**config.mk**
```make
export PLATFORM = sky130hd
export DESIGN_NAME = adc_trigger_transfer_dac_latch
export DESIGN_NICKNAME = d
export VERILOG_FILES = /design/src/adc_ctl_pkg.sv /design/src/adc_trigger_transfer_dac_latch.sv /design/src/two_entry_buf.sv /design/src/dac_latch.sv
export SDC_FILE = /design/constraint.sdc
export NUM_CORES = 1
export LEC_CHECK = 0
export BUFFER_PORTS_ARGS = -buffer_cell sky130_fd_sc_hd__buf_2
export CAP_MARGIN = 20
export CORE_ASPECT_RATIO = 0.5
export CORE_UTILIZATION = 29
export CTS_CLUSTER_DIAMETER = 120
export DETAILED_ROUTE_END_ITERATION = 7
export GPL_TIMING_DRIVEN = 0
export PLACE_DENSITY_LB_ADDON = 0.15
export RECOVER_POWER = 50
export SLEW_MARGIN = 10
export SYNTH_ARGS = -nofsm -noshare
export SYNTH_HDL_FRONTEND = slang
export SYNTH_HIERARCHICAL = 1
export SYNTH_SLANG_ARGS = --single-unit
export TNS_END_PERCENT = 1
```
**constraint.sdc**
```tcl
create_clock -name mclk -period 3.8 [get_ports mclk]
set_input_delay 0.57 -clock mclk [delete_from_list [all_inputs] [get_ports mclk]]
set_output_delay 0.57 -clock mclk [all_outputs]
set_load 0.02 [all_outputs]
```
**src/adc_ctl_pkg.sv**
```systemverilog
// constants shared by the acquisition control block and its helpers
// assumes one clock, mclk at 25 MHz, and a byte-wide host i/o bus
// How it works
// - soft trigger write while idle with buffer room starts one conversion
// - external rising edge starts one conversion
// - pacer tick starts conversions periodically
// - pending flag in high byte clears when a result is presented
// - low result byte readable once flag clears
// - interrupt mode raises irq per conversion
// - dma mode raises two requests per conversion
// - two independent 12-bit dac channels
// - low byte stages, high byte commits value
// - high-only write reuses previous low byte
// - late low write leaves output unchanged
// - mode codes 0,1,2,6 decode as listed
// - channel select four bits, differential three
package adc_ctl_pkg;
	// ==========================================================
	// register offsets
	localparam logic [3:0] OFS_RES_LO = 4'h4;
	localparam logic [3:0] OFS_RES_HI = 4'h5;
	localparam logic [3:0] OFS_DAC0_LO = 4'h4;
	localparam logic [3:0] OFS_DAC0_HI = 4'h5;
	localparam logic [3:0] OFS_DAC1_LO = 4'h6;
	localparam logic [3:0] OFS_DAC1_HI = 4'h7;
	localparam logic [3:0] OFS_GAIN = 4'h9;
	localparam logic [3:0] OFS_SOFT_TRIG = 4'ha;
	localparam logic [3:0] OFS_MODE = 4'hb;
	localparam logic [3:0] OFS_CHAN = 4'hc;
	// ==========================================================
	// field positions
	localparam int PEND_BIT = 4; // pending flag inside the high byte
	// ==========================================================
	// mode codes
	localparam logic [2:0] MODE_OFF = 3'h0;
	localparam logic [2:0] MODE_SOFT_POLL = 3'h1;
	localparam logic [2:0] MODE_HW_DMA = 3'h2;
	localparam logic [2:0] MODE_HW_IRQ = 3'h6;
	// ==========================================================
	// reset values
	localparam logic [2:0] MODE_RST = 3'h0;
	localparam logic [2:0] GAIN_RST = 3'h0;
	localparam logic [3:0] CHAN_RST = 4'h0;
	localparam logic [11:0] WORD_RST = 12'h000;
	// ==========================================================
	// timing: converter busy time, rounded up to whole cycles
	localparam int CLK_PERIOD_NS = 40;
	localparam int CONV_TIME_NS = 8000;
	localparam int CONV_CYCLES = (CONV_TIME_NS + CLK_PERIOD_NS - 1) /
		CLK_PERIOD_NS;
	localparam logic [7:0] CONV_LAST = 8'(CONV_CYCLES - 1);
	// ==========================================================
	// state types
	typedef enum logic {CONV_IDLE, CONV_RUN} conv_state_t;
	typedef enum logic [1:0] {DMA_IDLE, DMA_LO, DMA_GAP, DMA_HI} dma_state_t;
endpackage

```
**src/adc_trigger_transfer_dac_latch.sv**
```systemverilog
// conversion control, result transfer and d/a latches of the card
// assumes bus strobes and dack are single-cycle and synchronous to
// mclk; ext_trig and the two jumper levels arrive from outside
`timescale 1ns/100ps
`default_nettype none
module adc_trigger_transfer_dac_latch import adc_ctl_pkg::*; (
	// clock and reset
	input wire logic mclk,
	input wire logic srst,
	// host byte bus
	input wire logic [3:0] addr,
	input wire logic wr_stb,
	input wire logic rd_stb,
	input wire logic [7:0] wdata,
	output logic [7:0] rdata_q,
	// host dma handshake
	input wire logic dack,
	output logic drq_q,
	// host interrupt
	output logic irq_q,
	// trigger sources and jumper levels
	input wire logic pacer_tick,
	input wire logic ext_trig,
	input wire logic ext_trig_sel,
	input wire logic diff_mode,
	// converter front end
	output logic adc_start_q,
	input wire logic [11:0] adc_data,
	output logic [3:0] input_channel_select_q,
	output logic [2:0] gain_q,
	// d/a codes
	output logic [11:0] dac0_q,
	output logic [11:0] dac1_q
);
	// ==========================================================
	// control registers
	logic [2:0] mode_q; // trigger and transfer selection
	logic [3:0] chan_q; // channel as written by the host
	logic [2:0] gain_set_q; // gain code as written by the host

	// ==========================================================
	// pin synchronisers: three stages, a change counts when the
	// second and third agree so a single glitch is filtered
	logic [2:0] sync1_q;
	logic [2:0] sync2_q;
	logic [2:0] sync3_q;
	logic [2:0] pin_lvl_q; // accepted level of each pin
	wire [2:0] agree = ~(sync2_q ^ sync3_q);
	wire [2:0] pin_lvl_d = (pin_lvl_q & ~agree) | (sync3_q & agree);
	wire ext_rise = agree[0] && sync3_q[0] && !pin_lvl_q[0];
	wire use_ext = pin_lvl_q[1]; // jumper: external versus pacer
	wire is_diff = pin_lvl_q[2]; // jumper: differential inputs

	// ==========================================================
	// conversion state
	conv_state_t conv_q;
	logic [7:0] conv_cnt_q; // busy cycles elapsed
	logic pending_q; // reads 1 while a result is awaited
	logic [11:0] pres_q; // result shown to the host
	logic pres_valid_q; // pres_q not yet consumed

	// ==========================================================
	// dma state
	dma_state_t dma_q;
	dma_state_t dma_d;

	// ==========================================================
	// address decode
	wire wr_mode = wr_stb && addr == OFS_MODE;
	wire wr_chan = wr_stb && addr == OFS_CHAN;
	wire wr_gain = wr_stb && addr == OFS_GAIN;
	wire wr_soft = wr_stb && addr == OFS_SOFT_TRIG;
	wire wr_d0_lo = wr_stb && addr == OFS_DAC0_LO;
	wire wr_d0_hi = wr_stb && addr == OFS_DAC0_HI;
	wire wr_d1_lo = wr_stb && addr == OFS_DAC1_LO;
	wire wr_d1_hi = wr_stb && addr == OFS_DAC1_HI;
	wire rd_io = rd_stb && !dack; // plain i/o read
	wire rd_dma = rd_stb && dack; // dma read cycle

	// ==========================================================
	// mode decode; undefined codes act like the disabled code
	wire m_soft = (mode_q == MODE_SOFT_POLL);
	wire m_dma = (mode_q == MODE_HW_DMA);
	wire m_irq = (mode_q == MODE_HW_IRQ);
	wire m_hw = m_dma || m_irq;

	// ==========================================================
	// trigger selection
	wire soft_req = m_soft && wr_soft;
	wire ext_req = m_hw && use_ext && ext_rise;
	wire pace_req = m_hw && !use_ext && pacer_tick;
	wire trig_req = soft_req || ext_req || pace_req;

	// ==========================================================
	// buffer hookup: a full buffer refuses new triggers, so a
	// stalled host throttles sampling instead of losing words
	wire buf_in_ready;
	wire buf_out_valid;
	wire [11:0] buf_out_data;
	wire conv_idle = (conv_q == CONV_IDLE);
	wire trig_go = trig_req && conv_idle && buf_in_ready;
	wire conv_done = (conv_q == CONV_RUN) && (conv_cnt_q == CONV_LAST);
	wire pop = buf_out_valid && !pres_valid_q;

	// ==========================================================
	// consumption: a high-byte read or the second dma byte
	wire io_take = rd_io && addr == OFS_RES_HI && pres_valid_q;
	wire dma_done = (dma_q == DMA_HI) && rd_dma;
	wire consume = io_take || dma_done;

	// ==========================================================
	// read data
	wire [7:0] rd_hi = {3'h0, pending_q, pres_q[11:8]};
	wire [7:0] rd_lo = pres_q[7:0];
	wire [7:0] rd_sel = (addr == OFS_RES_HI) ? rd_hi :
		(addr == OFS_RES_LO) ? rd_lo : 8'h00;
	wire [7:0] rd_dsel = (dma_q == DMA_HI) ? rd_hi : rd_lo;
	wire [7:0] rd_next = dack ? rd_dsel : rd_sel;

	// ==========================================================
	// channel routing: differential mode drops the top bit
	wire [3:0] chan_eff = is_diff ? {1'b0, chan_q[2:0]} : chan_q;

	// ==========================================================
	// pin sampling
	always_ff @(posedge mclk) begin
		if (srst) begin
			sync1_q <= 3'h0;
			sync2_q <= 3'h0;
			sync3_q <= 3'h0;
			pin_lvl_q <= 3'h0;
		end else begin
			sync1_q <= {diff_mode, ext_trig_sel, ext_trig};
			sync2_q <= sync1_q;
			sync3_q <= sync2_q;
			pin_lvl_q <= pin_lvl_d;
		end
	end

	// ==========================================================
	// host-written setup registers
	always_ff @(posedge mclk) begin
		if (srst) begin
			mode_q <= MODE_RST;
			chan_q <= CHAN_RST;
			gain_set_q <= GAIN_RST;
		end else begin
			if (wr_mode) begin
				mode_q <= wdata[2:0];
			end
			if (wr_chan) begin
				chan_q <= wdata[3:0];
			end
			if (wr_gain) begin
				gain_set_q <= wdata[2:0];
			end
		end
	end

	// ==========================================================
	// front-end outputs, registered
	always_ff @(posedge mclk) begin
		if (srst) begin
			input_channel_select_q <= CHAN_RST;
			gain_q <= GAIN_RST;
			adc_start_q <= 1'b0;
		end else begin
			input_channel_select_q <= chan_eff;
			gain_q <= gain_set_q;
			adc_start_q <= trig_go;
		end
	end

	// ==========================================================
	// conversion sequencer: fixed busy time, then capture
	always_ff @(posedge mclk) begin
		if (srst) begin
			conv_q <= CONV_IDLE;
			conv_cnt_q <= 8'h00;
		end else begin
			case (conv_q)
				CONV_IDLE: begin
					conv_cnt_q <= 8'h00;
					if (trig_go) begin
						conv_q <= CONV_RUN;
					end
				end
				CONV_RUN: begin
					conv_cnt_q <= conv_cnt_q + 8'h01;
					if (conv_done) begin
						conv_q <= CONV_IDLE;
					end
				end
				default: begin
					conv_q <= CONV_IDLE;
				end
			endcase
		end
	end

	// ==========================================================
	// pending flag: a new trigger wins over a same-cycle load
	always_ff @(posedge mclk) begin
		if (srst) begin
			pending_q <= 1'b0;
		end else if (trig_go) begin
			pending_q <= 1'b1;
		end else if (pop) begin
			pending_q <= 1'b0;
		end
	end

	// ==========================================================
	// presented result; a word loads only once the last was taken
	always_ff @(posedge mclk) begin
		if (srst) begin
			pres_q <= WORD_RST;
			pres_valid_q <= 1'b0;
		end else if (pop) begin
			pres_q <= buf_out_data;
			pres_valid_q <= 1'b1;
		end else if (consume) begin
			pres_valid_q <= 1'b0;
		end
	end

	// ==========================================================
	// interrupt: raised per loaded result, dropped when taken;
	// a load in the same cycle as a take keeps it raised
	always_ff @(posedge mclk) begin
		if (srst) begin
			irq_q <= 1'b0;
		end else if (pop && m_irq) begin
			irq_q <= 1'b1;
		end else if (consume) begin
			irq_q <= 1'b0;
		end
	end

	// ==========================================================
	// dma: one request per byte, dropped for a cycle between them
	// so a single-transfer controller sees two separate requests
	always_comb begin
		dma_d = dma_q;
		case (dma_q)
			DMA_IDLE: begin
				if (pop && m_dma) begin
					dma_d = DMA_LO;
				end
			end
			DMA_LO: begin
				if (rd_dma) begin
					dma_d = DMA_GAP;
				end
			end
			DMA_GAP: begin
				dma_d = DMA_HI;
			end
			DMA_HI: begin
				if (rd_dma) begin
					dma_d = DMA_IDLE;
				end
			end
			default: begin
				dma_d = DMA_IDLE;
			end
		endcase
	end

	always_ff @(posedge mclk) begin
		if (srst) begin
			dma_q <= DMA_IDLE;
			drq_q <= 1'b0;
		end else begin
			dma_q <= dma_d;
			drq_q <= (dma_d == DMA_LO) || (dma_d == DMA_HI);
		end
	end

	// ==========================================================
	// read data register: updated only on a read strobe
	always_ff @(posedge mclk) begin
		if (srst) begin
			rdata_q <= 8'h00;
		end else if (rd_stb) begin
			rdata_q <= rd_next;
		end
	end

	// ==========================================================
	// result buffer
	two_entry_buf #(.W(12)) u_buf (
		.mclk(mclk),
		.srst(srst),
		.in_valid(conv_done),
		.in_ready(buf_in_ready),
		.in_data(adc_data),
		.out_valid(buf_out_valid),
		.out_ready(!pres_valid_q),
		.out_data(buf_out_data)
	);

	// ==========================================================
	// two d/a channels
	dac_latch u_dac0 (
		.mclk(mclk),
		.srst(srst),
		.wr_lo(wr_d0_lo),
		.wr_hi(wr_d0_hi),
		.wdata(wdata),
		.value_q(dac0_q)
	);

	dac_latch u_dac1 (
		.mclk(mclk),
		.srst(srst),
		.wr_lo(wr_d1_lo),
		.wr_hi(wr_d1_hi),
		.wdata(wdata),
		.value_q(dac1_q)
	);
endmodule
`default_nettype wire

```
**src/two_entry_buf.sv**
```systemverilog
// two-entry result buffer between the converter and the host side
// assumes both sides run on mclk; ready and valid follow the usual rules
`timescale 1ns/100ps
`default_nettype none
module two_entry_buf import adc_ctl_pkg::*; #(
	parameter int W = 12
) (
	// clock and reset
	input wire logic mclk,
	input wire logic srst,
	// filling side
	input wire logic in_valid,
	output logic in_ready,
	input wire logic [W-1:0] in_data,
	// draining side
	output logic out_valid,
	input wire logic out_ready,
	output logic [W-1:0] out_data
);
	logic [W-1:0] slot0_q; // head entry
	logic [W-1:0] slot1_q; // second entry
	logic [1:0] count_q; // entries held
	wire push = in_valid && in_ready;
	wire pop = out_valid && out_ready;

	assign in_ready = (count_q != 2'h2);
	assign out_valid = (count_q != 2'h0);
	assign out_data = slot0_q;

	// ==========================================================
	// storage: head shifts forward on a pop
	always_ff @(posedge mclk) begin
		if (srst) begin
			count_q <= 2'h0;
			slot0_q <= '0;
			slot1_q <= '0;
		end else begin
			count_q <= count_q + {1'b0, push} - {1'b0, pop};
			if (pop) begin
				slot0_q <= (count_q == 2'h2) ? slot1_q : in_data;
			end else if (push && count_q == 2'h0) begin
				slot0_q <= in_data;
			end
			if (push && (count_q - {1'b0, pop}) == 2'h1) begin
				slot1_q <= in_data;
			end
		end
	end
endmodule
`default_nettype wire

```
**src/dac_latch.sv**
```systemverilog
// one double-buffered 12-bit d/a latch loaded by two byte writes
// assumes write strobes are single-cycle and synchronous to mclk
`timescale 1ns/100ps
`default_nettype none
module dac_latch import adc_ctl_pkg::*; (
	// clock and reset
	input wire logic mclk,
	input wire logic srst,
	// byte writes
	input wire logic wr_lo,
	input wire logic wr_hi,
	input wire logic [7:0] wdata,
	// converter code
	output logic [11:0] value_q
);
	logic [7:0] low_q; // staged low byte, never seen by the converter

	// ==========================================================
	// low byte only stages; high byte commits the whole word
	always_ff @(posedge mclk) begin
		if (srst) begin
			low_q <= WORD_RST[7:0];
			value_q <= WORD_RST;
		end else begin
			if (wr_lo) begin
				low_q <= wdata;
			end
			if (wr_hi) begin
				value_q <= {wdata[3:0], low_q};
			end
		end
	end
endmodule
`default_nettype wire

```
**After elaboration in Yosys (flattened, before gate mapping)**

Cells that the tools add are included.

- Register bits: 131
- Bits in latches: 0
- RAM bits: 0
- Memory bits (read-only): 0
- Bits of input ports: 33
- Output and inout port bits: 42
- Memories: 0

- Add/sub/neg operators: 4
- $mul: 0
- Divide/modulo/power cells: 0
- Magnitude comparators: 0
- Eq/ne operators: 20
- Shift operators: 0
- Multiplexer cells: 20
- Bitwise operators: 7
- Reductions and logical operators: 46

Operator list:

| cell | number |
|---|---|
| 2-to-1 mux 12 bit | 3 |
| 2-to-1 mux 8 bit | 4 |
| logical AND 1 bit | 29 |
| equality test 4 x 3 -> 1 bit (second input constant) | 4 |
| equality test 4 bit (second input constant) | 4 |
| case mux 8 bit (2 select lines) | 1 |
| nonzero test 2 bit | 5 |
| adder 8 x 1 -> 8 bit (second input constant) | 1 |
| equality test 2 bit (second input constant) | 4 |
| equality test 8 bit (second input constant) | 1 |
| case mux 2 bit (4 select lines) | 1 |
| 2-to-1 mux 1 bit | 7 |
| bitwise AND 3 bit | 2 |
| equality test 2 x 1 -> 1 bit (second input constant) | 3 |
| 2-to-1 mux 2 bit | 3 |
| inverter 3 bit | 2 |
| logical OR 1 bit | 5 |
| zero test 1 bit | 4 |
| zero test 2 bit | 2 |
| subtractor 2 x 1 -> 2 bit | 2 |
| equality test 3 x 1 -> 1 bit (second input constant) | 1 |
| equality test 3 x 2 -> 1 bit (second input constant) | 1 |
| equality test 3 bit (second input constant) | 1 |
| OR 3 bit | 1 |
| 6 further kinds | 6 |

**Longest topological paths before layout**

Gate-level depths: netlist of the first run.

- Word-level depth: 11
- Depth in mapped cells: 10
- Gate-level depth less buffers: 10

**Cells and area by module**

The synthesis of the first run kept the hierarchy.

Modules (own cells, without submodules):

| module | times used | cells an instance | area an instance (sq um) |
|---|---|---|---|
| adc_trigger_transfer_dac_latch | 1 | 253 | 2352.3 |
| dac_latch | 2 | 64 | 701.9 |
| two_entry_buf | 1 | 126 | 1113.6 |

**Worst setup path before layout of the first run**

Ideal clock, no wire load.

- Path kind: reg2reg
- Start: reg conv_cnt_q[0]
- End: reg u_buf.count_q[1]
- Library setup time: 123 ps
- Data arrival time: 1973 ps
- Required time: 3677 ps
- Path slack: 1704 ps
- Stages on the path, launching flop included: 10
- Buffers on the path: 0
- Period minus slack after synthesis: 2096 ps
- Path through: dfxtp_1 ha_1 nand4b_1 nor4b_1 and2_1 a21bo_2 a21oi_1 ha_1 nor2b_1 mux2_1

- Longest elaborated chain between the ends: 5

RTL lines:

| item | line | source |
|---|---|---|
| start: declaration | adc_trigger_transfer_dac_latch.sv:57 | `logic [7:0] conv_cnt_q;` |
| start signal: assignment | adc_trigger_transfer_dac_latch.sv:189 | `conv_cnt_q <= conv_cnt_q + 8'h01;` |
| equality test 8 bit | adc_trigger_transfer_dac_latch.sv:102 | `wire conv_done = (conv_q == CONV_RUN) && (conv_cnt_q == CONV_LAST);` |
| logical AND 1 bit | adc_trigger_transfer_dac_latch.sv:102 |  |
| net conv_done | adc_trigger_transfer_dac_latch.sv:102 |  |
| logical AND 1 bit | two_entry_buf.sv:23 | `wire push = in_valid && in_ready;` |
| adder 2 x 1 -> 2 bit | two_entry_buf.sv:38 | `count_q <= count_q + {1'b0, push} - {1'b0, pop};` |
| subtractor 2 x 1 -> 2 bit | two_entry_buf.sv:38 |  |
| end signal: assignment | two_entry_buf.sv:38 |  |
| end: declaration | two_entry_buf.sv:22 | `logic [1:0] count_q;` |

The timed path passes the listed nets, and every way through them passes these cells.
A chain may end at the register's enable or synchronous reset.

**Worst setup path after layout of the first run**

Ends and elaborated chain as after synthesis.

==> results by group, run 1 <==
Status
  – Result of the run: finished clean

CTS
  – Clock-pin slew on the worst setup and hold paths: 0.06 ns
  – Number of buffers created by CTS: 17
  – CTS root buf: sky130_fd_sc_hd__clkbuf_16
  – Post-cts hold buffer count: 0
  – Post-CTS resize count: 0
  – Clock insertion delay at the later pin of the skew report: 0.41 ns
  – H-tree depth: 4
  – Longest Clk Path Bufs: 2
  – TritonCTS clock tree: built
  – Number of clock sinks: 130
  – Setup Fix Bufs, Post-CTS: 0

Cells and area
  – Antenna Diode Count: 0
  – Utilization after layout: 37.1%
  – Fraction of final layout cells sized beyond drive strength 1: 14.4%
  – Final Net Count: 635
  – Signed area change from the synthesized netlist to the final layout: 25.0%

Pwr
  – Net Switching: 915 uW
  – Power share of the combinational group: 11.6%
  – Share of power burned in the clock network: 46.7%
  – Leakage power: 2.27 nW
  – Fraction of power spent switching nets: 25.0%
  – Fraction of power consumed by sequential logic: 41.7%
  – Worst supply voltage drop on vdd: 0.000355 V
  – P per Cell Area: 600 nW/um^2
  – Design internal power: 2.74 mW

Detailed routing
  – Post-detailed-route DRC marker count: 0
  – Via count: 3685
  – Wire length reported by the detailed router: 11300 um
  – Ratio of routed vias to standard cells: 4.39
  – Pre-Repair DR Iteration Count: 4
  – Detail-routed net length per standard cell: 13.5 um
  – Number of violations reported at the end of detailed-routing iteration 0: 214
  – Final ANT Viol Nets: 0

Critical path
  – Slowest CP cell: sky130_fd_sc_hd__nor4b_1
  – Critical path buffer and inverter count: 0
  – Category of cells accounting for the largest share of critical-path delay: simple AND/OR/NAND/NOR gates
  – Data required time at the worst endpoint: 4.10 ns
  – CP cell instances: ha_1, nand4b_1, nor4b_1, and2_1, a21bo_2, a21oi_1, ha_1, nor2b_1, mux2_1
  – Worst-case register-to-register setup slack: 1.21 ns
  – Crit. End Element: register
  – Capture instance of the worst register-to-register path: u_buf/count_q[1]
  – Worst endpoint data arrival time: 2.89 ns
  – Startpoint of the worst-slack reg-to-reg timing path: conv_cnt_q[0]
  – Maximum cell stage delay along the critical path: 0.46 ns
  – Top cell by count, worst path: sky130_fd_sc_hd__ha_1
  – Number of cells traversed by the worst register-to-register path: 9
  – Startpoint type of the worst setup path: register
  – Critical path fanouts, max: 8
  – WS Path Type: reg -> reg

Synthesis
  – Area share of the leading cell type in the synthesized netlist: 53.4%
  – Gate count after technology mapping: 507
  – Cell type contributing the most total cell area after synthesis: sky130_fd_sc_hd__dfxtp_1
  – Dominant synthesized flop cell: sky130_fd_sc_hd__dfxtp_1
  – Syn. warnings: 6
  – Share of synthesized registers carrying an async set or reset: 0%
  – Synthesized Nets: 543
  – Number of register bits inferred by synthesis: 130
  – Sequential cell area fraction in the yosys report: 53.4%
  – Top cells by area, synth: sky130_fd_sc_hd__dfxtp_1 (53%), sky130_fd_sc_hd__mux2i_1 (9.9%), sky130_fd_sc_hd__nor2_1 (5.5%)
  – Post-synth cell types: 51
  – Number of synthesized flops with an enable pin: 0
  – Post-synthesis instance area: 4870 sq um
  – Average footprint of a synthesized cell: 9.60 sq um

Min path
  – Worst hold path depth: 2
  – Tightest Hold Check Type: in -> reg
  – End point of the most critical hold path: sync1_q[2]
  – Hold Startpoint: diff_mode

Floorplan
  – Core Footprint: 16400 sq um
  – Die span in y: 93.6 um
  – Count of standard-cell rows: 33
  – Die footprint: 17300 sq um
  – Die outline width: 185 um
  – IO Pins: 75
  – Starting Density: 29.7%

Place
  – Port Buffers: 73
  – Routability congestion estimate: 0.710
  – DP HPWL: 8040 um

Timing
  – Slew at the pin with the worst max-slew slack: 0.714 ns
  – Number of endpoints failing setup at the final stage: 0
  – Post-layout min period: 2.59 ns
  – Number of failing hold endpoints at the final stage: 0
  – Final worst path period share: 68.2%
  – Achievable clock frequency: 386 MHz
  – Slew Viols, Final: 0
  – Fin Setup TNS: 0 ns
  – Relative max-transition margin: 52.4%
  – Unrepaired setup endpoints after global routing: false
  – Clock skew: 0.00877 ns

Global routing
  – Number of global-route vias before repair: 3531
  – Largest net degree at the start of global routing: 17
  – Global-route wire length before repair: 18500 um
  – Global route overflow: 0
  – All-Layer GR Usage: 14.2%
  – Antenna violations before repair: 0

Job
  – Max Cap Violations: 0
## registers in the layout (all words and copies together), names as in the netlist, 8 cells and up, named ones only
signal and cells:
rdata_q 8, pres_q 12, u_dac1/value_q 12, u_dac0/low_q 8, u_buf/out_data 12, u_dac1/low_q 8, u_buf/slot1_q 12, conv_cnt_q 8
u_dac0/value_q 12
## worst max-delay path by stage
stage                       endpoint  depth (start not counted)     startpoint  slack (ns)
detailed placement  u_buf/count_q[1]                          9  conv_cnt_q[0]        1.25
CTS                 u_buf/count_q[1]                          9  conv_cnt_q[0]        1.23
finish              u_buf/count_q[1]                          9  conv_cnt_q[0]        1.21
global route        u_buf/count_q[1]                         10  conv_cnt_q[0]        0.95
global placement    u_buf/count_q[1]                          9  conv_cnt_q[0]        1.26
floorplan           u_buf/count_q[1]                          9  conv_cnt_q[0]        1.70
## power by group through the flow
stage               sequential, mW  combinational [mW]  clock [mW]
floorplan                     1.54               0.312           0
global placement              1.55               0.432           0
detailed placement            1.55               0.431           0
CTS                           1.53               0.433        1.75
global route                  1.54               0.481        1.82
finish                        1.52               0.426        1.70
## routing by layer
layer	global-route usage [%]	vias up	wire length, um
li1	-	1926	-
met1	18.3	1688	5590
met2	22.6	55	5110
met3	3.19	16	427
met4	6.34	0	185
met5	0	-	0
## cells in the final DEF (no fill, tap or decap), types with 3 or more instances in the layout
master                       synthesis  final
sky130_fd_sc_hd__a22oi_1             4      4
sky130_fd_sc_hd__nand2_1            63     63
sky130_fd_sc_hd__clkinvlp_4          0      3
sky130_fd_sc_hd__nand3_1             9      9
sky130_fd_sc_hd__nor2_1             71     72
sky130_fd_sc_hd__nor2b_1            20     20
sky130_fd_sc_hd__buf_2               4     48
sky130_fd_sc_hd__a222oi_1            3      3
sky130_fd_sc_hd__clkinv_2            0      4
sky130_fd_sc_hd__xor2_1              5      5
sky130_fd_sc_hd__o221a_1            12     12
sky130_fd_sc_hd__nand2b_1            5      5
sky130_fd_sc_hd__ha_1                3      3
sky130_fd_sc_hd__a21oi_1            45     45
sky130_fd_sc_hd__o21ai_0             6      6
sky130_fd_sc_hd__clkbuf_16           0     17
sky130_fd_sc_hd__mux2i_1            48     48
sky130_fd_sc_hd__dfxtp_1           130    130
sky130_fd_sc_hd__and3_1              4      4
sky130_fd_sc_hd__inv_1              17     17
sky130_fd_sc_hd__bufinv_16           0      4
sky130_fd_sc_hd__clkinv_4            0      3
sky130_fd_sc_hd__clkbuf_1           16     48
## final cells by class
cell class / instances / area, sq um
clock inverters: 14 / 189
multi-input cells: 334 / 2070
fillers: 1691 / 10300
clock buffers: 18 / 429
inverters: 18 / 67.6
plain buffers: 25 / 116
repair buffers: 73 / 330
well taps: 227 / 284
flip-flops and latches: 130 / 2600
## cell usage after synthesis, drive strengths merged, types with 2 or more instances
cell type,instances
dfxtp,130
nor2,72
nand2,63
mux2i,48
a21oi,45
nor2b,20
inv,18
clkbuf,16
o221a,12
buf,9
nand3,9
o21ai,6
nand2b,5
xor2,5
a22oi,4
and3,4
a222oi,3
ha,3
a211oi,2
a311oi,2
and4b,2
mux2,2
nand4,2
nor3,2
nor3b,2
xnor2,2
## through the flow
| step | power [mW] | setup WS (ns) | hold slack (ns) | cell area [sq um] | std cells |
|---|---|---|---|---|---|
| floorplan | 1.85 | 1.70 | 0.413 | 4870 | 507 |
| global placement | 1.99 | 1.26 | 0.424 | 5520 | 807 |
| detailed placement | 1.98 | 1.25 | 0.425 | 5520 | 807 |
| CTS | 3.71 | 1.23 | 0.360 | 6140 | 839 |
| global route | 3.84 | 0.953 | 0.371 | 6090 | 839 |
| finish | 3.65 | 1.21 | 0.370 | 6090 | 839 |
## cell families after synthesis
family | count (synthesis) | synth area share (%)
xor gates and xnor gates | 7 | 1.26
buffers and inverters | 43 | 4.03
muxes | 50 | 10.4
and+or+nand+nor | 193 | 18.6
AOI/OAI and AO/OA | 81 | 11.5
DFF | 130 | 53.4
adders and majority gates | 3 | 0.771
(Power assumes the default switching activity.)
==> inputs of run 2 (changes only) <==
Clock period 3.8 ns to 2.1 ns, I/O delays scaled along.
==> run 2 against run 1 <==
The flow now finishes with violations (setup timing). Fmax is 22% higher. Via count is 0.43% lower. Power is 82% higher. Clock-buffer cell count stayed put. Critical path type unchanged. Largest cell class unchanged. Highest routed layer unchanged.
==> results by group, run 2 (synthesis gave the netlist of run 1 again) <==
Pwr
  – P per Cell Area: 1070 nW/um^2 (+78%)
  – Overall power: 6.65 mW (+82%)
  – Share of power burned in the clock network: 46.5% (-0.2 points)
  – Design internal power: 4.97 mW (+82%)
  – Fraction of power consumed by sequential logic: 41.6% (about the same)
  – Leakage power: 2.41 nW (+6.5%)
  – Fraction of power spent switching nets: 25.2% (+0.13 points)
  – Worst supply voltage drop on vdd: 0.000642 V (+81%)
  – Net Switching: 1.67 mW (+83%)
  – Power share of the combinational group: 12.0% (+0.4 points)

Critical path
  – Number of cells traversed by the worst register-to-register path: 10 (+1)
  – WS Path Type: reg -> reg
  – Slowest CP cell: sky130_fd_sc_hd__dfxtp_4
  – CP cell instances: ha_4, nand4b_1, nor4b_4, and2_4, nor2b_4, a211oi_2, a21oi_1, ha_2, nor2_1, mux2_4
  – Maximum cell stage delay along the critical path: 0.36 ns (-0.10 ns)
  – Worst-case register-to-register setup slack: -0.02 ns (-1.23 ns)
  – Worst endpoint data arrival time: 2.42 ns (-0.47 ns)
  – Startpoint of the worst-slack reg-to-reg timing path: conv_cnt_q[0]
  – Startpoint type of the worst setup path: register
  – Crit. End Element: register
  – Worst Setup EP: u_buf/count_q[1]
  – Critical path fanouts, max: 5 (-3)
  – Worst setup startpoint: conv_cnt_q[0]
  – Capture instance of the worst register-to-register path: u_buf/count_q[1]
  – Data required time at the worst endpoint: 2.40 ns (-1.70 ns)

Floorplan
  – Count of standard-cell rows: 33 (unchanged)
  – IO Pins: 75 (unchanged)
  – Die outline width: 185 um (unchanged)
  – Die span in y: 93.6 um (unchanged)
  – Core Footprint: 16400 sq um (unchanged)
  – Die footprint: 17300 sq um (unchanged)
  – Starting Density: 29.7% (unchanged)

Status
  – Violated checks: setup timing
  – Result of the run: finished with violations

CTS
  – Clock insertion delay at the later pin of the skew report: 0.41 ns (about the same)
  – Post-cts hold buffer count: 0 (unchanged)
  – CTS root buf: sky130_fd_sc_hd__clkbuf_16
  – Longest Clk Path Bufs: 2 (unchanged)
  – Number of buffers created by CTS: 17 (unchanged)
  – Number of clock sinks: 130 (unchanged)
  – H-tree depth: 4 (unchanged)
  – Clock-pin slew on the worst setup and hold paths: 0.06 ns (about the same)
  – TritonCTS clock tree: built

Timing
  – Achievable clock frequency: 472 MHz (+22%)
  – Number of endpoints failing setup at the final stage: 1 (+1)
  – Post-layout min period: 2.12 ns (-0.471 ns)
  – Number of failing hold endpoints at the final stage: 0 (unchanged)
  – Unrepaired setup endpoints after global routing: true
  – Fin worst setup slack: -0.0194 ns (-1.23 ns)
  – Clock skew: 0.00962 ns (+0.000855 ns)
  – Relative max-transition margin: 62.4% (+10 points)
  – Slew Viols, Final: 0 (unchanged)
  – Slew at the pin with the worst max-slew slack: 0.560 ns (-0.154 ns)
  – Final worst path period share: 101% (+33 points)

Global routing
  – Global-route wire length before repair: 18600 um (+0.49%)
  – All-Layer GR Usage: 14.2% (+0.060 points)
  – Number of global-route vias before repair: 3544 (+0.37%)
  – Largest net degree at the start of global routing: 17 (unchanged)
  – Global route overflow: 0 (unchanged)
  – Antenna violations before repair: 0 (unchanged)

Detailed routing
  – Pre-Repair DR Iteration Count: 4 (unchanged)
  – Via count: 3669 (-0.43%)
  – Ratio of routed vias to standard cells: 4.36 (-0.67%)
  – Final ANT Viol Nets: 0 (unchanged)
  – Wire length reported by the detailed router: 11400 um (+0.46%)
  – Number of violations reported at the end of detailed-routing iteration 0: 188 (-12%)
  – Detail-routed net length per standard cell: 13.5 um (+0.22%)
  – Post-detailed-route DRC marker count: 0 (unchanged)

Cells and area
  – Most common cell after layout, fill and taps aside: sky130_fd_sc_hd__dfxtp_1
  – Antenna Diode Count: 0 (unchanged)
  – Area taken by multi-input logic gates: 2120 sq um (+2.5%)
  – Signed area change from the synthesized netlist to the final layout: 27.5%
  – Sequential Area: 2610 sq um (+0.19%)
  – FILL cells: 1679 (-0.71%)
  – Highest-count cells in the layout ignoring fill and taps: sky130_fd_sc_hd__dfxtp_1 (128), sky130_fd_sc_hd__buf_2 (76), sky130_fd_sc_hd__nor2_1 (71), sky130_fd_sc_hd__nand2_1 (63), sky130_fd_sc_hd__mux2i_1 (48)
  – Fraction of final layout cells sized beyond drive strength 1: 21.5% (+7.1 points)
  – Final Net Count: 637 (+0.31%)
  – Summed area of non-filler cells in the final layout: 6210 sq um (+2.0%)

Place
  – DP HPWL: 8040 um (unchanged)
  – Routability congestion estimate: 0.710 (unchanged)
  – Area post-placement: 5520 sq um (unchanged)
  – Port Buffers: 73 (unchanged)

Min path
  – Tightest Hold Check Type: in -> reg

Job
  – Max Cap Violations: 0 (unchanged)
## run 2: worst min path at each step
| stage | start | depth (start not counted) | endpoint | slack [ns] |
|---|---|---|---|---|
| after CTS | diff_mode | 2 | sync1_q[2] | 0.11 |
| after global routing | ext_trig_sel | 2 | sync1_q[1] | 0.12 |
| after detailed placement | sync1_q[2] | 1 | sync2_q[2] | 0.42 |
| final | diff_mode | 2 | sync1_q[2] | 0.12 |
| after floorplan | conv_cnt_q[0] | 1 | conv_cnt_q[0] | 0.41 |
| after global placement | sync1_q[0] | 1 | sync2_q[0] | 0.42 |
## run 2: routing by layer
| layer | global-route usage (%) | share of wire (%) | vias to the layer above |
|---|---|---|---|
| met3 | 3.19 | 3.7 | 17 |
| met4 | 6.34 | 1.7 | 0 |
| li1 | - | - | 1929 |
| met5 | 0 | 0 | - |
| met1 | 18.4 | 50 | 1666 |
| met2 | 22.6 | 45 | 57 |
## run 2: per-stage QoR
stage / cells / setup slack, ns / utilization [%] / setup TNS (ns) / hold slack, ns
CTS: 841 / -0.0789 / 37.8 / -0.0789 / 0.105
finish: 841 / -0.0194 / 37.9 / -0.0194 / 0.116
global placement: 807 / -0.443 / 33.7 / -5.28 / 0.424
global route: 841 / -0.158 / 37.9 / -0.478 / 0.116
floorplan: 507 / 0.00391 / - / 0 / 0.413
detailed placement: 807 / -0.455 / 33.7 / -5.33 / 0.425
## run 2: cell type report
| type | count | area share (%) |
|---|---|---|
| Clock buffer | 18 | 6.91 |
| Clock inverter | 14 | 3.04 |
| Sequential cell | 130 | 42.0 |
| Timing Repair Buffer | 75 | 6.13 |
| Tap cell | 227 | 4.57 |
| Inverter | 18 | 1.09 |
| Multi-Input combinational cell | 334 | 34.1 |
| Buffer | 25 | 2.14 |
## run 2: worst max-delay path: cells and delay by family (launching register included)
| kind | cells | cell delay, ns |
|---|---|---|
| AND/OR/NAND/NOR | 5 | 0.86 |
| flip-flops | 1 | 0.36 |
| adder cells (fa/ha/maj) | 2 | 0.33 |
| multiplexers | 1 | 0.27 |
| AO/OA/AOI/OAI | 2 | 0.19 |
## run 2: power by group through the flow
stage	Clock (mW)	Sequential, mW	Combinational (mW)
finish	3.09	2.76	0.795
global route	3.30	2.79	0.893
CTS	3.17	2.76	0.795
detailed placement	0	2.81	0.779
global placement	0	2.81	0.781
floorplan	0	2.78	0.565
## run 2: repair_timing
| action | CTS | global route |
|---|---|---|
| buffers inserted | 2 | 0 |
| resized for setup | 11 | 5 |
| pin swaps | 5 | 4 |
| gates cloned | 0 | 0 |
| setup endpoints to repair | 26 | 22 |
==> inputs of run 3 (changes only) <==
Settings changed: CTS_BUF_LIST from default to sky130_fd_sc_hd__clkbuf_4.
==> run 3 against run 2 <==
The flow still finishes with violations (setup timing). Clock-buffer cell count did not move. Global-route usage rose by 0.068 points. Power fell by 18%. Final area fell by 2.8%. Routed wire length fell by 0.45%. Critical path type unchanged. Largest cell class unchanged. Highest routed layer unchanged.
==> results by group, run 3 (synthesis gave the netlist of run 1 again) <==
Job
  – Max Cap Violations: 0 (unchanged)

Min path
  – Tightest Hold Check Type: in -> reg
  – Hold Startpoint: adc_data[10]

CTS
  – Clock insertion delay at the later pin of the skew report: 0.52 ns (+0.11 ns)
  – Longest Clk Path Bufs: 2 (unchanged)
  – TritonCTS clock tree: built
  – Clock-pin slew on the worst setup and hold paths: 0.12 ns (+0.06 ns)
  – Number of buffers created by CTS: 17 (unchanged)
  – Number of clock sinks: 130 (unchanged)
  – H-tree depth: 4 (unchanged)
  – CTS root buf: sky130_fd_sc_hd__clkbuf_4

Pwr
  – Share of power burned in the clock network: 34.8% (-12 points)
  – Worst supply voltage drop on vdd: 0.000292 V (-55%)
  – Net Switching: 1.52 mW (-9.1%)
  – Fraction of power spent switching nets: 27.8% (+2.6 points)
  – Fraction of power consumed by sequential logic: 50.4% (+8.8 points)
  – Power share of the combinational group: 14.8% (+2.8 points)
  – Design internal power: 3.96 mW (-20%)
  – P per Cell Area: 907 nW/um^2 (-15%)
  – Leakage power: 2.33 nW (-3.3%)

Global routing
  – Number of global-route vias before repair: 3612 (+1.9%)
  – Global-route wire length before repair: 18700 um (+0.52%)
  – Antenna violations before repair: 1 (+1)
  – Global route overflow: 0 (unchanged)
  – Largest net degree at the start of global routing: 17 (unchanged)
  – All-Layer GR Usage: 14.3% (+0.068 points)

Critical path
  – Startpoint of the worst-slack reg-to-reg timing path: conv_cnt_q[0]
  – Worst setup startpoint: conv_cnt_q[0]
  – Worst endpoint data arrival time: 2.56 ns (+0.14 ns)
  – WS Path Type: reg -> reg
  – Data required time at the worst endpoint: 2.51 ns (+0.11 ns)
  – Startpoint type of the worst setup path: register
  – Critical path fanouts, max: 5 (unchanged)
  – Crit. End Element: register

Timing
  – Fin Setup TNS: -0.0426 ns (-0.0232 ns)
  – Achievable clock frequency: 467 MHz (-1.1%)
  – Number of endpoints failing setup at the final stage: 1 (unchanged)
  – Number of failing hold endpoints at the final stage: 0 (unchanged)
  – Final worst path period share: 102% (+1.1 points)
  – Slew Viols, Final: 0 (unchanged)
  – Unrepaired setup endpoints after global routing: true
  – Relative max-transition margin: 59.5% (-2.9 points)
  – Post-layout min period: 2.14 ns (+0.0232 ns)
  – Slew at the pin with the worst max-slew slack: 0.601 ns (+0.0416 ns)
  – Fin worst setup slack: -0.0426 ns (-0.0232 ns)
  – Clock skew: 0.0212 ns (+0.0116 ns)

Cells and area
  – Signed area change from the synthesized netlist to the final layout: 24.0%
  – Utilization after layout: 36.8% (-1.1 points)
  – Summed area of non-filler cells in the final layout: 6040 sq um (-2.8%)
  – Fraction of final layout cells sized beyond drive strength 1: 21.1% (-0.41 points)
  – Final Net Count: 649 (+1.9%)
  – Most common cell after layout, fill and taps aside: sky130_fd_sc_hd__dfxtp_1
  – Highest-count cells in the layout ignoring fill and taps: sky130_fd_sc_hd__dfxtp_1 (128), sky130_fd_sc_hd__buf_2 (75), sky130_fd_sc_hd__nor2_1 (71), sky130_fd_sc_hd__nand2_1 (63), sky130_fd_sc_hd__mux2i_1 (48)

Detailed routing
  – Number of violations reported at the end of detailed-routing iteration 0: 200 (+6.4%)
  – Final ANT Viol Nets: 0 (unchanged)
  – Detail-routed net length per standard cell: 13.3 um (-2.0%)
  – Ratio of routed vias to standard cells: 4.36 (about the same)
  – Via count: 3722 (+1.4%)
  – Post-detailed-route DRC marker count: 0 (unchanged)
  – Pre-Repair DR Iteration Count: 5 (+1)
  – Wire length reported by the detailed router: 11300 um (-0.45%)

Place
  – Port Buffers: 73 (unchanged)
  – DP HPWL: 8040 um (unchanged)
  – Area post-placement: 5520 sq um (unchanged)
  – Routability congestion estimate: 0.710 (unchanged)

Status
  – Violated checks: setup timing
  – Result of the run: finished with violations

Floorplan
  – Count of standard-cell rows: 33 (unchanged)
  – Die outline width: 185 um (unchanged)
  – Core Footprint: 16400 sq um (unchanged)
  – Die span in y: 93.6 um (unchanged)
  – Starting Density: 29.7% (unchanged)
  – Die footprint: 17300 sq um (unchanged)
  – IO Pins: 75 (unchanged)
[run 3: cell types whose count changed in the layout (fill, tap and decap cells not counted), sizes merged]
cell	delta
buf	-1
clkbuf	+1
diode	+1
dlygate4sd3	+12
[run 3: layer usage]
metal | track usage [%] | vias up | wire, um
li1 | - | 1958 | -
met1 | 18.4 | 1696 | 5650
met2 | 22.8 | 54 | 5100
met3 | 3.58 | 14 | 394
met4 | 5.92 | 0 | 172
met5 | 0 | - | 0
[run 3: layout make-up]
type	count	area [sq um]
Clock buffer	18	135
Multi-Input combinational cell	334	2120
Buffer	25	133
Timing Repair Buffer	87	499
Fill cell	1699	10400
Inverter	18	67.6
Sequential cell	130	2610
Clock inverter	14	189
Tap cell	227	284
Antenna cell	1	2.50
[run 3: critical path, cell delays in order, from the launching register on]
cell and delay, ns:
sky130_fd_sc_hd__dfxtp_4 0.38, sky130_fd_sc_hd__ha_4 0.13, sky130_fd_sc_hd__nand4b_1 0.14, sky130_fd_sc_hd__nor4b_4 0.29
sky130_fd_sc_hd__and2_4 0.24, sky130_fd_sc_hd__nor2b_4 0.15, sky130_fd_sc_hd__a211oi_2 0.04, sky130_fd_sc_hd__a21oi_1 0.15
sky130_fd_sc_hd__ha_2 0.20, sky130_fd_sc_hd__nor2_1 0.04, sky130_fd_sc_hd__mux2_4 0.27
[run 3: power groups by stage]
| stage | clock network (mW) | registers, mW | logic (mW) |
|---|---|---|---|
| 2_1_floorplan | 0 | 2.78 | 0.565 |
| 3_3_place_gp | 0 | 2.81 | 0.781 |
| 3_5_place_dp | 0 | 2.81 | 0.779 |
| 4_1_cts | 1.97 | 2.76 | 0.807 |
| 5_1_grt | 2.11 | 2.79 | 0.912 |
| 6_report | 1.91 | 2.76 | 0.812 |
[run 3: metrics by stage]
step | instances | setup slack, ns | total power [mW] | hold WS, ns
after floorplan | 507 | 0.00391 | 3.35 | 0.413
after global placement | 807 | -0.443 | 3.59 | 0.424
after detailed placement | 807 | -0.455 | 3.59 | 0.425
after CTS | 850 | -0.0806 | 5.54 | 0.000893
after global routing | 854 | -0.164 | 5.81 | 0.00460
final | 854 | -0.0426 | 5.48 | 0.0450
[run 3: final timing paths]
path / depth (start not counted) / slack [ns] / endpoint
worst max-delay path: 10 / -0.04 / u_buf/count_q[1]
worst min-delay path: 3 / 0.05 / u_buf/slot1_q[10]
worst max register to register: 10 / -0.04 / u_buf/count_q[1]
worst min register to register: 1 / 0.45 / sync2_q[2]
[run 3: timing repair]
action | in CTS | in global routing
hold buffers | 9 | 3
setup endpoints to repair | 24 | 22
resized for setup | 11 | 5
pin swaps | 5 | 4
buffers inserted | 2 | 0
hold endpoints to repair | 9 | 3
gates cloned | 0 | 0
